`config.mk`:
```
export PLATFORM = sky130hd
export DESIGN_NAME = tppwm_top
export DESIGN_NICKNAME = d
export VERILOG_FILES = /design/src/tppwm_pkg.sv /design/src/tppwm_chopper.sv /design/src/tppwm_top.sv
export SDC_FILE = /design/constraint.sdc
export NUM_CORES = 1
export LEC_CHECK = 0
export BUFFER_PORTS_ARGS = -buffer_cell sky130_fd_sc_hd__buf_2
export CELL_PAD_IN_SITES_DETAIL_PLACEMENT = 1
export CELL_PAD_IN_SITES_GLOBAL_PLACEMENT = 1
export CORE_MARGIN = 8
export CORE_UTILIZATION = 30
export CTS_CLUSTER_DIAMETER = 80
export DETAILED_ROUTE_END_ITERATION = 7
export PLACE_DENSITY = 0.54
export SETUP_SLACK_MARGIN = 0.3
export SYNTH_ARGS = -nofsm -noshare
export SYNTH_HDL_FRONTEND = slang
export SYNTH_SLANG_ARGS = --single-unit
```
`constraint.sdc`:
```
create_clock -name sys_clk_i -period 6 [get_ports sys_clk_i]
set_clock_uncertainty 0.1 [all_clocks]
set_input_delay 1.2 -clock sys_clk_i [delete_from_list [all_inputs] [get_ports sys_clk_i]]
set_output_delay 1.2 -clock sys_clk_i [all_outputs]
set_load 0.1 [all_outputs]
```
`src/tppwm_pkg.sv`:
```
package tppwm_pkg;

    // ------------------------------------------------------------
    // Register bus carrier
    // ------------------------------------------------------------
    typedef struct packed {
        logic wr;
        logic rd;
        logic [7:0] addr;
        logic [7:0] wdata;
    } tppwm_bus_s;

    // One phase compare preload or active value; low keeps bits 7:3.
    typedef struct packed {
        logic [7:0] high;
        logic [4:0] low;
    } tppwm_cmp_s;

    // ------------------------------------------------------------
    // Register offsets
    // ------------------------------------------------------------
    localparam logic [7:0] OFS_REF = 8'h00;
    localparam logic [7:0] OFS_PWM_CTRL = 8'h01;
    localparam logic [7:0] OFS_REP = 8'h02;
    localparam logic [7:0] OFS_W_HIGH = 8'h03;
    localparam logic [7:0] OFS_W_LOW = 8'h04;
    localparam logic [7:0] OFS_V_HIGH = 8'h05;
    localparam logic [7:0] OFS_V_LOW = 8'h06;
    localparam logic [7:0] OFS_U_HIGH = 8'h07;
    localparam logic [7:0] OFS_U_LOW = 8'h08;
    localparam logic [7:0] OFS_PER_HIGH = 8'h09;
    localparam logic [7:0] OFS_PER_LOW = 8'h0a;
    localparam logic [7:0] OFS_CTRL = 8'h0b;
    // Phase index 0 is U, 1 is V, 2 is W.
    localparam logic [7:0] OFS_PH_HIGH [3] = '{OFS_U_HIGH, OFS_V_HIGH,
                                              OFS_W_HIGH};
    localparam logic [7:0] OFS_PH_LOW [3] = '{OFS_U_LOW, OFS_V_LOW,
                                             OFS_W_LOW};

    // ------------------------------------------------------------
    // Reset values
    // ------------------------------------------------------------
    localparam logic [7:0] RST_REF = 8'h00;
    localparam logic [7:0] RST_PWM_CTRL = 8'h00;
    localparam logic [7:0] RST_REP = 8'h00;
    localparam logic [7:0] RST_CMP_HIGH = 8'h00;
    localparam logic [4:0] RST_CMP_LOW = 5'h00;
    localparam logic [3:0] RST_PER_HIGH = 4'hf;
    localparam logic [7:0] RST_PER_LOW = 8'hff;
    localparam logic [1:0] RST_CTRL = 2'h0;

    // ------------------------------------------------------------
    // Field positions
    // ------------------------------------------------------------
    localparam int BIT_BEMF = 7;
    localparam int BIT_CURRENT = 6;
    localparam int BIT_CUR_SEL = 5;
    localparam int CHOP_MODE_LSB = 3;
    localparam int CHOP_FREQ_LSB = 0;
    localparam int BIT_WIDTH_MODE = 7;
    localparam int BIT_FULL_U = 6;
    localparam int BIT_ALIGN = 3;
    localparam int PRESCALE_LSB = 0;
    localparam int CMP_LOW_LSB = 3;
    localparam int BIT_CLK_EN = 0;
    localparam int BIT_IRQ_EN = 1;
    localparam int BIT_STARTED = 2;

    // ------------------------------------------------------------
    // Chopper half periods in peripheral clocks (divide 80..4)
    // ------------------------------------------------------------
    localparam int CHOP_HALF_MAX = 40;
    function automatic logic [6:0] chop_half(input logic [2:0] code);
        case (code)
            3'h0: chop_half = 7'h28;
            3'h1: chop_half = 7'h14;
            3'h2: chop_half = 7'h0a;
            3'h3: chop_half = 7'h08;
            3'h4: chop_half = 7'h05;
            3'h5: chop_half = 7'h04;
            3'h6: chop_half = 7'h03;
            default: chop_half = 7'h02;
        endcase
    endfunction

endpackage

```
`src/tppwm_chopper.sv`:
```
`timescale 1ns/10ps
module tppwm_chopper #(
    parameter int HALF_W = 7
) (
    // Clock and reset
    input wire logic sys_clk_i,
    input wire logic rst_n_i,
    // Control
    input wire logic enable_i,
    input wire logic [2:0] freq_i,
    // Square wave
    output logic chop_o
);
    import tppwm_pkg::*;

    if ((1 << HALF_W) <= CHOP_HALF_MAX) begin : g_bad_width
        $error("HALF_W too small");
    end

    logic [HALF_W-1:0] half_cnt;
    logic [HALF_W-1:0] half_len;
    wire half_done;

    assign half_len = HALF_W'(chop_half(freq_i));
    assign half_done = (half_cnt >= half_len - HALF_W'(1));

    // Equal high and low halves keep the duty at one half for every code.
    always_ff @(posedge sys_clk_i or negedge rst_n_i) begin
        if (!rst_n_i) begin
            half_cnt <= '0;
            chop_o <= 1'b0;
        end else if (!enable_i) begin
            half_cnt <= '0;
            chop_o <= 1'b0;
        end else if (half_done) begin
            half_cnt <= '0;
            chop_o <= ~chop_o;
        end else begin
            half_cnt <= half_cnt + HALF_W'(1);
        end
    end

endmodule

```
`src/tppwm_top.sv`:
```
`timescale 1ns/10ps
// Behaviour
// - Reference bit 7 reads the back-EMF hysteresis comparator level.
// - Reference bit 6 reads the current loop comparator level.
// - Bit 5 selects current comparator input: amplifier pin or direct.
// - Chop mode: off, low side only, high side only, both sides.
// - Chop frequency divides the clock by 80,40,20,16,10,8,6 or 4.
// - The chopper wave always has a fifty percent duty cycle.
// - Width mode moves the extension bit to full-duty bits, high byte only.
// - Full-duty bit forces its phase fully on from the next update until the one after.
// - Counter alignment bit: 0 edge aligned, 1 center aligned.
// - Prescale field divides the counter clock by value plus one.
// - Repetition count at zero: transfer compares, signal update, reload.
// - The update interrupt reaches the processor only when enabled.
// - First clock enable after reset loads repetition and raises update.
// - While running, a new repetition value applies after next update.
// - Repetition N updates every N+1 periods or half periods.
// - Phase compare: full high byte plus low bits 7:3; 2:0 reserved.
// - Period high keeps four bits 3:0 and resets to 0f.
// - Reference, control, repetition and phase registers reset to zero.
// - Reading a preloaded register returns its active value.
module tppwm_top (
    // Clock and reset
    input wire logic sys_clk_i,
    input wire logic rst_n_i,
    // Register port
    input wire tppwm_pkg::tppwm_bus_s bus_i,
    output logic [7:0] rdata_o,
    // Comparator levels from the analog front end
    input wire logic bemf_comparator_level_i,
    input wire logic current_loop_level_i,
    // Towards comparator mux, channel manager and processor
    output logic current_input_select_o,
    output logic [2:0] phase_active_o,
    output logic chop_high_o,
    output logic chop_low_o,
    output logic update_o,
    output logic update_irq_o
);
    import tppwm_pkg::*;

    // ------------------------------------------------------------
    // Comparator synchronisers
    // ------------------------------------------------------------
    logic [1:0] cmp_raw;
    logic [1:0] cmp_lvl;
    assign cmp_raw = {bemf_comparator_level_i, current_loop_level_i};

    for (genvar i = 0; i < 2; i++) begin : g_sync
        logic s1;
        logic s2;
        logic s3;
        // A level counts only once the second and third stages agree.
        always_ff @(posedge sys_clk_i or negedge rst_n_i) begin
            if (!rst_n_i) begin
                s1 <= 1'b0;
                s2 <= 1'b0;
                s3 <= 1'b0;
                cmp_lvl[i] <= 1'b0;
            end else begin
                s1 <= cmp_raw[i];
                s2 <= s1;
                s3 <= s2;
                if (s2 == s3) begin
                    cmp_lvl[i] <= s3;
                end
            end
        end
    end

    // ------------------------------------------------------------
    // Registers
    // ------------------------------------------------------------
    logic [5:0] ref_ctrl;
    logic [7:0] pwm_ctrl;
    logic [7:0] rep_pre;
    logic [7:0] rep_act;
    logic [7:0] rep_cnt;
    tppwm_cmp_s cmp_pre [3];
    tppwm_cmp_s cmp_act [3];
    logic [3:0] per_hi_pre;
    logic [3:0] per_hi_act;
    logic [7:0] per_lo_pre;
    logic [7:0] per_lo_act;
    logic [2:0] full_act;
    logic [1:0] ctrl;
    logic started;
    logic upd;
    logic [11:0] cnt;

    wire wr_ref = bus_i.wr && (bus_i.addr == OFS_REF);
    wire wr_pwm = bus_i.wr && (bus_i.addr == OFS_PWM_CTRL);
    wire wr_rep = bus_i.wr && (bus_i.addr == OFS_REP);
    wire wr_per_hi = bus_i.wr && (bus_i.addr == OFS_PER_HIGH);
    wire wr_per_lo = bus_i.wr && (bus_i.addr == OFS_PER_LOW);
    wire wr_ctrl = bus_i.wr && (bus_i.addr == OFS_CTRL);
    wire clk_en = ctrl[BIT_CLK_EN];
    wire width_mode = pwm_ctrl[BIT_WIDTH_MODE];
    wire center = pwm_ctrl[BIT_ALIGN];
    wire [2:0] prescale = pwm_ctrl[PRESCALE_LSB +: 3];
    wire [1:0] chop_mode = ref_ctrl[CHOP_MODE_LSB +: 2];
    wire [2:0] chop_freq = ref_ctrl[CHOP_FREQ_LSB +: 3];
    wire [11:0] period = {per_hi_act, per_lo_act};

    always_ff @(posedge sys_clk_i or negedge rst_n_i) begin
        if (!rst_n_i) begin
            ref_ctrl <= RST_REF[5:0];
            rep_pre <= RST_REP;
            per_hi_pre <= RST_PER_HIGH;
            per_lo_pre <= RST_PER_LOW;
            ctrl <= RST_CTRL;
        end else begin
            if (wr_ref) begin
                ref_ctrl <= bus_i.wdata[5:0];
            end
            if (wr_rep) begin
                rep_pre <= bus_i.wdata;
            end
            if (wr_per_hi) begin
                per_hi_pre <= bus_i.wdata[3:0];
            end
            if (wr_per_lo) begin
                per_lo_pre <= bus_i.wdata;
            end
            if (wr_ctrl) begin
                ctrl <= bus_i.wdata[1:0];
            end
        end
    end

    // A fresh write of the full-duty bits wins over the hardware clear.
    always_ff @(posedge sys_clk_i or negedge rst_n_i) begin
        if (!rst_n_i) begin
            pwm_ctrl <= RST_PWM_CTRL;
        end else if (wr_pwm) begin
            pwm_ctrl <= bus_i.wdata;
        end else if (upd) begin
            pwm_ctrl[BIT_FULL_U -: 3] <= 3'h0;
        end
    end

    // ------------------------------------------------------------
    // Phase compare preload and active registers
    // ------------------------------------------------------------
    logic [2:0] phase_on;

    for (genvar p = 0; p < 3; p++) begin : g_phase
        wire wr_hi = bus_i.wr && (bus_i.addr == OFS_PH_HIGH[p]);
        wire wr_lo = bus_i.wr && (bus_i.addr == OFS_PH_LOW[p]);
        wire [11:0] std_val = {cmp_act[p].high[6:0], cmp_act[p].low};
        wire [11:0] wide_val = {cmp_act[p].high, 4'h0};
        wire [11:0] cmp_val = width_mode ? wide_val : std_val;
        wire ext = width_mode ? full_act[p] : cmp_act[p].high[7];

        // The low bits only ever hold the value bits; 2:0 are not stored.
        always_ff @(posedge sys_clk_i or negedge rst_n_i) begin
            if (!rst_n_i) begin
                cmp_pre[p] <= {RST_CMP_HIGH, RST_CMP_LOW};
                cmp_act[p] <= {RST_CMP_HIGH, RST_CMP_LOW};
            end else begin
                if (wr_hi) begin
                    cmp_pre[p].high <= bus_i.wdata;
                end
                if (wr_lo) begin
                    cmp_pre[p].low <= bus_i.wdata[7:CMP_LOW_LSB];
                end
                if (upd) begin
                    cmp_act[p] <= cmp_pre[p];
                end
            end
        end

        assign phase_on[p] = full_act[p] | ext | (cnt < cmp_val);
    end

    // ------------------------------------------------------------
    // Prescaler and PWM counter
    // ------------------------------------------------------------
    logic [2:0] presc_cnt;
    logic down;
    logic [11:0] next_cnt;
    logic next_down;
    logic per_evt;
    wire tick = clk_en && (presc_cnt >= prescale);

    always_ff @(posedge sys_clk_i or negedge rst_n_i) begin
        if (!rst_n_i) begin
            presc_cnt <= 3'h0;
        end else if (tick || !clk_en) begin
            presc_cnt <= 3'h0;
        end else begin
            presc_cnt <= presc_cnt + 3'h1;
        end
    end

    // Edge mode wraps at the period; center mode turns round at both ends
    // and each turnaround counts as one half period.
    always_comb begin
        next_cnt = cnt;
        next_down = down;
        per_evt = 1'b0;
        if (tick) begin
            if (!center) begin
                next_down = 1'b0;
                if (cnt >= period) begin
                    next_cnt = 12'h000;
                    per_evt = 1'b1;
                end else begin
                    next_cnt = cnt + 12'h001;
                end
            end else if (!down) begin
                if (cnt >= period) begin
                    next_down = 1'b1;
                    next_cnt = period - 12'(period != 12'h000);
                    per_evt = 1'b1;
                end else begin
                    next_cnt = cnt + 12'h001;
                end
            end else begin
                if (cnt == 12'h000) begin
                    next_down = 1'b0;
                    next_cnt = 12'(period != 12'h000);
                    per_evt = 1'b1;
                end else begin
                    next_cnt = cnt - 12'h001;
                end
            end
        end
    end

    always_ff @(posedge sys_clk_i or negedge rst_n_i) begin
        if (!rst_n_i) begin
            cnt <= 12'h000;
            down <= 1'b0;
        end else begin
            cnt <= next_cnt;
            down <= next_down;
        end
    end

    // ------------------------------------------------------------
    // Repetition and update events
    // ------------------------------------------------------------
    wire start_evt = clk_en && !started;
    wire rep_zero_evt = per_evt && (rep_cnt == 8'h00);
    assign upd = start_evt || rep_zero_evt;

    // The active repetition value changes only on an update, so a value
    // written while running waits for the next one.
    always_ff @(posedge sys_clk_i or negedge rst_n_i) begin
        if (!rst_n_i) begin
            rep_act <= RST_REP;
            rep_cnt <= RST_REP;
            started <= 1'b0;
            full_act <= 3'h0;
            per_hi_act <= RST_PER_HIGH;
            per_lo_act <= RST_PER_LOW;
        end else begin
            if (start_evt) begin
                started <= 1'b1;
            end
            if (upd) begin
                rep_act <= rep_pre;
                rep_cnt <= rep_pre;
                full_act <= {pwm_ctrl[BIT_FULL_U - 2],
                             pwm_ctrl[BIT_FULL_U - 1],
                             pwm_ctrl[BIT_FULL_U]};
                per_hi_act <= per_hi_pre;
                per_lo_act <= per_lo_pre;
            end else if (per_evt) begin
                rep_cnt <= rep_cnt - 8'h01;
            end
        end
    end

    // ------------------------------------------------------------
    // Chopper
    // ------------------------------------------------------------
    logic chop;

    tppwm_chopper #(
        .HALF_W(7)
    ) u_chopper (
        .sys_clk_i(sys_clk_i),
        .rst_n_i(rst_n_i),
        .enable_i(clk_en && (chop_mode != 2'h0)),
        .freq_i(chop_freq),
        .chop_o(chop)
    );

    // ------------------------------------------------------------
    // Read path
    // ------------------------------------------------------------
    logic [7:0] next_rdata;

    always_comb begin
        next_rdata = 8'h00;
        case (bus_i.addr)
            OFS_REF: begin
                next_rdata = {cmp_lvl, ref_ctrl};
            end
            OFS_PWM_CTRL: next_rdata = pwm_ctrl;
            OFS_REP: next_rdata = rep_act;
            OFS_W_HIGH: next_rdata = cmp_act[2].high;
            OFS_W_LOW: next_rdata = {cmp_act[2].low, 3'h0};
            OFS_V_HIGH: next_rdata = cmp_act[1].high;
            OFS_V_LOW: next_rdata = {cmp_act[1].low, 3'h0};
            OFS_U_HIGH: next_rdata = cmp_act[0].high;
            OFS_U_LOW: next_rdata = {cmp_act[0].low, 3'h0};
            OFS_PER_HIGH: next_rdata = {4'h0, per_hi_act};
            OFS_PER_LOW: next_rdata = per_lo_act;
            OFS_CTRL: next_rdata = {5'h00, started, ctrl};
            default: next_rdata = 8'h00;
        endcase
    end

    // ------------------------------------------------------------
    // Registered outputs
    // ------------------------------------------------------------
    always_ff @(posedge sys_clk_i or negedge rst_n_i) begin
        if (!rst_n_i) begin
            rdata_o <= 8'h00;
            current_input_select_o <= 1'b0;
            phase_active_o <= 3'h0;
            chop_high_o <= 1'b0;
            chop_low_o <= 1'b0;
            update_o <= 1'b0;
            update_irq_o <= 1'b0;
        end else begin
            rdata_o <= bus_i.rd ? next_rdata : 8'h00;
            current_input_select_o <= ref_ctrl[BIT_CUR_SEL];
            phase_active_o <= clk_en ? phase_on : 3'h0;
            chop_high_o <= chop && chop_mode[1];
            chop_low_o <= chop && chop_mode[0];
            update_o <= upd;
            update_irq_o <= upd && ctrl[BIT_IRQ_EN];
        end
    end

endmodule

```
# Yosys cells after proc, flatten, opt, wreduce, memory -nomap -nowiden
# Index checks and enable logic that the tools add are counted.
[totals] register_bits=194 input_bits=22 output_inout_bits=16 wordCells=148
[classes] n_addsub=7 magnitude_cmp=6 n_eq_ne=20 n_mux=32 bitwise=7 n_reduce_logical=31
[ops] cell="12-bit 2-to-1 mux" n=8
[ops] cell="8-bit case mux with 12 select lines" n=1
[ops] cell="6-bit case mux with 7 select lines" n=1
[ops] cell="12-bit < comparator" n=3
[ops] cell="8-bit by 3-bit equality test with 1-bit output (second input constant)" n=4
[ops] cell="8-bit by 4-bit equality test with 1-bit output (second input constant)" n=4
[ops] cell="8-bit 2-to-1 mux" n=3
[ops] cell="1-bit logical AND" n=19
[ops] cell="8-bit by 2-bit equality test with 1-bit output (second input constant)" n=2
[ops] cell="8-bit logical NOT" n=2
[ops] cell="7-bit 2-to-1 mux" n=2
[ops] cell="1-bit 2-to-1 mux" n=13
[ops] cell="12-bit by 1-bit adder with 12-bit output (second input constant)" n=1
[ops] cell="12-bit greater-or-equal comparator" n=1
[ops] cell="12-bit logical NOT" n=1
[ops] cell="3-bit 2-to-1 mux" n=4
[ops] cell="12-bit nonzero test" n=1
[ops] cell="12-bit by 1-bit subtractor with 12-bit output" n=1
[ops] cell="12-bit by 1-bit subtractor with 12-bit output (second input constant)" n=1
[ops] cell="3-bit equality test (second input constant)" n=3
[ops] cell="8-bit by 1-bit equality test with 1-bit output (second input constant)" n=1
[ops] cell="8-bit by 1-bit subtractor with 8-bit output (second input constant)" n=1
[ops] cell="7-bit by 1-bit adder with 7-bit output (second input constant)" n=1
[ops] cell="7-bit greater-or-equal comparator" n=1
[ops] cell="other kinds (13)" n=24

# Logic depth before layout (Yosys ltp)
[depth] word_depth=9 mapped_depth=12 depth_no_buf=11

# Hierarchy
# Synthesis repeated with hierarchy kept, for this count alone.
[hier_totals] cells_unflattened=961 hier_area_um2=10831.6
[modules_own_cells] mod="tppwm_top" n_inst=1 cells_per_inst=902 area_per_inst_um2=10257.3 seq_area_each_um2=4684.5
[modules_own_cells] mod="tppwm_chopper" n_inst=1 cells_per_inst=59 area_per_inst_um2=574.3 seq_area_each_um2=200.2

# Least setup slack after synthesis
# OpenSTA, ideal clock, no wires.
[synth_timing] kind="input to register" startpoint="input port bus_i[13] (netlist bit)" endpoint="register cmp_pre[18] (netlist bit)" setup_time_ps=125 t_arrival_ps=2962 required_ps=5775 setup_slack_ps=2813 cell_stages=6 path_buffers=2 cell_sequence="or4_1 -> nor3b_1 -> clkbuf_1 -> and3_1 -> buf_2 -> mux2_2"
[synth_via] elab_chain_cells=2
[synth_lines] item="from (decl)" line_no="tppwm_top.sv:27" source="input wire tppwm_pkg::tppwm_bus_s bus_i,"
[synth_lines] item="8-bit by 3-bit equality test with 1-bit output" line_no="tppwm_top.sv:148" source="wire wr_hi = bus_i.wr && (bus_i.addr == OFS_PH_HIGH[p]);"
[synth_lines] item="1-bit logical AND" line_no="tppwm_top.sv:148"
[synth_lines] item="to (signal, indexed assignment)" line_no="tppwm_top.sv:158" source="cmp_pre[p] <= {RST_CMP_HIGH, RST_CMP_LOW};"
[synth_lines] item="to (decl)" line_no="tppwm_top.sv:79" source="tppwm_cmp_s cmp_pre [3];"
# Every way passes these cells.
# A chain may end at the register's enable or synchronous reset.

# Worst setup path in the final report
[layout_timing] startpoint="register cnt[2]" endpoint="register cmp_act[37] (netlist bit)"
[layout_via] elab_chain_cells=7 elab_cells_between_ends=9 cone_classes="order compare: 1; mux: 5; reduce/logical: 3"
[layout_lines] item="from (decl)" line_no="tppwm_top.sv:89" source="logic [11:0] cnt;"
[layout_lines] item="from (signal assigned)" line_no="tppwm_top.sv:236" source="cnt <= next_cnt;"
[layout_lines] item="12-bit greater-or-equal comparator or 12-bit logical NOT (tied branches)" line_no="tppwm_top.sv:205, tppwm_top.sv:212, tppwm_top.sv:220"
[layout_lines] item="1-bit 2-to-1 mux, on equally long branches" line_no="tppwm_top.sv:205, tppwm_top.sv:212, tppwm_top.sv:220"
[layout_lines] item="1-bit 2-to-1 mux" line_no="tppwm_top.sv:211" source="end else if (!down) begin"
[layout_lines] item="1-bit 2-to-1 mux *" line_no="tppwm_top.sv:203" source="if (!center) begin"
[layout_lines] item="1-bit 2-to-1 mux *" line_no="tppwm_top.sv:202" source="if (tick) begin"
[layout_lines] item="1-bit logical AND *" line_no="tppwm_top.sv:245" source="wire rep_zero_evt = per_evt && (rep_cnt == 8'h00);"
[layout_lines] item="1-bit logical OR *" line_no="tppwm_top.sv:246" source="assign upd = start_evt || rep_zero_evt;"
[layout_lines] item="to (signal, indexed assignment)" line_no="tppwm_top.sv:159" source="cmp_act[p] <= {RST_CMP_HIGH, RST_CMP_LOW};"
[layout_lines] item="to (signal, indexed assignment)" line_no="tppwm_top.sv:168" source="cmp_act[p] <= cmp_pre[p];"
[layout_lines] item="to (decl)" line_no="tppwm_top.sv:80" source="tppwm_cmp_s cmp_act [3];"
# Mark *: on every way between the ends. The rest lies on a longest branch, timed or not.

==> flow_results.org <==
** Critical path
- Following the worst setup path forward leads to its endpoint at cmp_act[37].
- Data on the critical path is required at its endpoint by 6.24 ns.
- Category of the most critical setup path :: reg -> reg
- STA puts the critical path data arrival time at 3.68 ns.
- STA classifies the critical path endpoint as a register.
- The worst register-to-register path has a depth of 7.
- The worst register-to-register path ends at cmp_act[37].
- Launching instance or port of the critical path :: cnt[2]
- Of all nets on the critical path, the largest fanout is 33.
- Category of the worst setup path launch point :: register
- The startpoint identified for the worst register-to-register timing path is cnt[2].
- R2R setup slack :: 2.56 ns

** STA
- Setup violations remaining at the end of the flow were counted as 0.
- Slew of the pin with the lowest slew margin :: 1.11 ns
- The count of final max-slew check failures is 0.
- Setup total negative slack on the finished layout was measured at 0 ns.
- Static timing analysis puts the maximum clock frequency at 291 MHz.
- Setup repair after global routing left no endpoint under its margin.
- Count of final hold-check violations :: 0
- Share of the clock period used by the worst path after layout :: 57.3%
- Time the final worst path needs with I/O delays and setup :: 3.44 ns
- Rel. slew slack :: 24.9%

** Clocking
- In this run, post-CTS repair resized a total of 0 instances.
- Counting along the longest clock path gives a buffer depth of 2.
- Clock Latency Late Sink :: 0.45 ns
- H-tree lvl count :: 4
- For this design, the CTS-stage hold fixing added 0 buffers.
- Setup Buffers After CTS :: 0
- Sinks on the clock net :: 194
- CTS placed an instance of sky130_fd_sc_hd__clkbuf_16 at the clock tree root.
- The number of clock buffers added by TritonCTS is 17.
- TritonCTS clock tree :: yes
- After clock tree synthesis, the clock-pin slew on the worst setup and hold paths is 0.08 ns.

** Power
- Power per Cell Area :: 297 mW/mm^2
- Cell Int Power :: 0.00232 W
- VDD sags by at most 0.224 mV.
- Net switching is 35.0% of the power.
- Sequential group share of total power :: 43.9%
- For this design the static power due to leakage is 5.21 nW.
- Total power of the final layout :: 0.00357 W
- Relative contribution of the clock network to total power :: 33.1%
- Combinational cells account for 23.0% of the total power.
- Net switching power of the design :: 0.00125 W

** Floorplan
- Area enclosed by the die boundary :: 0.0423 mm^2
- From left edge to right edge, the die measures 206 um.
- The core region is 0.0355 mm^2.
- Die Y :: 206 um
- During I/O placement, the number of pins put on the boundary was 38.
- The initial utilization of the core area, before any placement, comes to 30.4%.
- Number of cell rows :: 69

** Cells and area
- Layout Utilization :: 33.9%
- Compared with the post-synthesis result, the final layout area differs by 11.3%.
- Ratio of cells with drive above 1 in the final layout :: 25.1%
- The net count of the finished layout is 1,058.
- Largest regs :: cmp_act (39), cmp_pre (39), cnt (12)
- Number of inserted diodes :: 0

** Route
- Via count :: 7,651
- The first routing iteration left 501 violations.
- In this run the remaining antenna-violating nets after routing total 0.
- The first detailed-routing pass ran for 6 iterations.
- WL final :: 31.3 mm
- Wire length per cell :: 21.7 um
- Post-route DRC :: 0
- Vias per cell :: 5.29

** Logic synthesis
- Seq/Total Area, Yosys :: 45.3%
- Number of nets produced by synthesis :: 1,038
- Leading post-synthesis cells by cell area :: sky130_fd_sc_hd__dfrtp_1 39%, sky130_fd_sc_hd__mux2_2 10%, sky130_fd_sc_hd__ha_1 7.4%, sky130_fd_sc_hd__dfstp_2 5.8%, sky130_fd_sc_hd__mux2_4 3.5%
- Yosys warning total :: 0
- The synthesized netlist occupies a cell area of 0.0108 mm^2.
- Of the post-synthesis cell area, the dominant cell type holds 39.4%.
- Number of flops mapped to enable cells by yosys :: 0
- Post-synth cell types :: 69
- In the synthesized netlist, the number of instances is 952.
- Most common cell in the synthesized netlist :: sky130_fd_sc_hd__dfrtp_1
- The largest total area in the synthesized netlist belongs to sky130_fd_sc_hd__dfrtp_1.
- Mean Syn Cell Area :: 11.3 um^2
- Most used flip-flop cell after synthesis :: sky130_fd_sc_hd__dfrtp_1
- Top cell types by occurrence after synthesis :: 170 x sky130_fd_sc_hd__dfrtp_1, 98 x sky130_fd_sc_hd__mux2_2, 64 x sky130_fd_sc_hd__ha_1
- In this run, synthesis produced a sequential element count of 194.
- Share of async-settable or async-resettable flops after synthesis :: 100%

** Worst hold path
- Worst hold stages :: 0
- Min-delay worst type :: reg -> reg

** Placement
- After legalization and detailed placement, the total HPWL measured 22.7 mm.
- Buffers placed on the I/O ports in this run total 37.
- Routability congestion estimate from global placement :: 0.796

** Global route
- Pin count of the biggest net entering global routing :: 146
- Antenna violations before repair :: 0
- The number of global-route vias before repair is 8,136.
- GRT overflow :: 0
- Global-route wire length before repair :: 50.1 mm
- Total routing usage reported by global routing :: 15.4%

** Status
- The flow ran to the end, and the final reports show no timing, DRC or antenna violations.

** Run
- Number of max-cap violations :: 0
[power by group through the flow]
stage	clock, W	combinational (W)	sequential [W]
after floorplan	0	0.000641	0.00150
after global placement	0	0.000813	0.00159
after detailed placement	0	0.000829	0.00159
after CTS	0.00123	0.000836	0.00157
after global routing	0.00127	0.000932	0.00159
final	0.00118	0.000821	0.00157
[final cells by class]
| type | count | area [um^2] |
|---|---|---|
| fillers | 3836 | 23500 |
| multi-input cells | 680 | 5560 |
| flip-flops and latches | 194 | 4880 |
| well taps | 461 | 577 |
| clock buffers | 18 | 429 |
| repair buffers | 44 | 259 |
| clock inverters | 14 | 178 |
| inverters | 35 | 131 |
[worst max-delay path, stage by stage (launching register included)]
cell	delay, ns
sky130_fd_sc_hd__dfrtp_1	0.75
sky130_fd_sc_hd__ha_1	0.29
sky130_fd_sc_hd__o2111ai_1	0.13
sky130_fd_sc_hd__o21ai_1	0.55
sky130_fd_sc_hd__a211oi_4	0.22
sky130_fd_sc_hd__nor3_4	0.34
sky130_fd_sc_hd__buf_4	0.50
sky130_fd_sc_hd__mux2_2	0.40
[per-stage QoR]
stage                     hold WS [ns]  instances  cell area, um^2  worst slack [ns]
after detailed placement         0.239       1414            11400              2.32
after global routing             0.271       1446            12000              2.31
after global placement           0.234       1414            11400              2.34
after floorplan                  0.231        952            10800              2.81
after CTS                        0.259       1446            12000              2.51
final                            0.255       1446            12000              2.56
[worst min-delay path by stage]
stage	start	end	slack (ns)
after global placement	g_sync[1].s1	g_sync[1].s2	0.23
after CTS	g_sync[0].s1	g_sync[0].s2	0.26
after global routing	g_sync[0].s1	g_sync[0].s2	0.27
after floorplan	g_sync[0].s1	g_sync[0].s2	0.23
final	g_sync[0].s1	g_sync[0].s2	0.25
after detailed placement	g_sync[0].s1	g_sync[0].s2	0.24
[cell usage in the layout, fill, tap and decap left out, types with 6 or more instances in the layout]
master,instances
sky130_fd_sc_hd__ha_1,64
sky130_fd_sc_hd__mux4_2,12
sky130_fd_sc_hd__nand3_1,25
sky130_fd_sc_hd__nor3_1,19
sky130_fd_sc_hd__xor2_1,6
sky130_fd_sc_hd__nand4_1,25
sky130_fd_sc_hd__buf_2,36
sky130_fd_sc_hd__dfrtp_1,170
sky130_fd_sc_hd__nor2_1,50
sky130_fd_sc_hd__and2_1,7
sky130_fd_sc_hd__and3_1,7
sky130_fd_sc_hd__clkbuf_16,17
sky130_fd_sc_hd__nand2_1,57
sky130_fd_sc_hd__a21oi_1,34
sky130_fd_sc_hd__or3_1,8
sky130_fd_sc_hd__a31oi_1,7
sky130_fd_sc_hd__mux2_4,25
sky130_fd_sc_hd__dfstp_2,24
sky130_fd_sc_hd__a211oi_1,7
sky130_fd_sc_hd__a21o_1,15
sky130_fd_sc_hd__xnor2_1,19
sky130_fd_sc_hd__a2111oi_0,8
sky130_fd_sc_hd__o21ai_0,47
sky130_fd_sc_hd__mux2_2,98
sky130_fd_sc_hd__buf_4,6
sky130_fd_sc_hd__nand2b_1,16
sky130_fd_sc_hd__nor2b_1,6
sky130_fd_sc_hd__inv_1,34
sky130_fd_sc_hd__a221oi_1,6
sky130_fd_sc_hd__a22oi_1,15
sky130_fd_sc_hd__mux2i_1,27
[routing by layer]
metal  share of wire (%)  GRT usage, %  vias up
li1                    -             -     3559
met1                  49          21.4     3991
met2                  47          24.7       79
met3                 2.1          2.44       22
met4                 1.4          4.01        0
met5                   0             0        -
[logic make-up (layout without fill, tap and decap cells)]
family / Yosys count / count (layout) / share of synthesized area, %
buffers and inverters: 78 / 111 / 3.27
XOR/XNOR: 25 / 25 / 2.03
AO/OA/AOI/OAI: 180 / 180 / 11.2
adder cells (fa/ha/maj): 66 / 66 / 7.60
AND/OR/NAND/NOR: 247 / 247 / 12.0
flip-flops: 194 / 194 / 45.3
multiplexers: 162 / 162 / 18.7
Power figures use the tool's default switching activity.
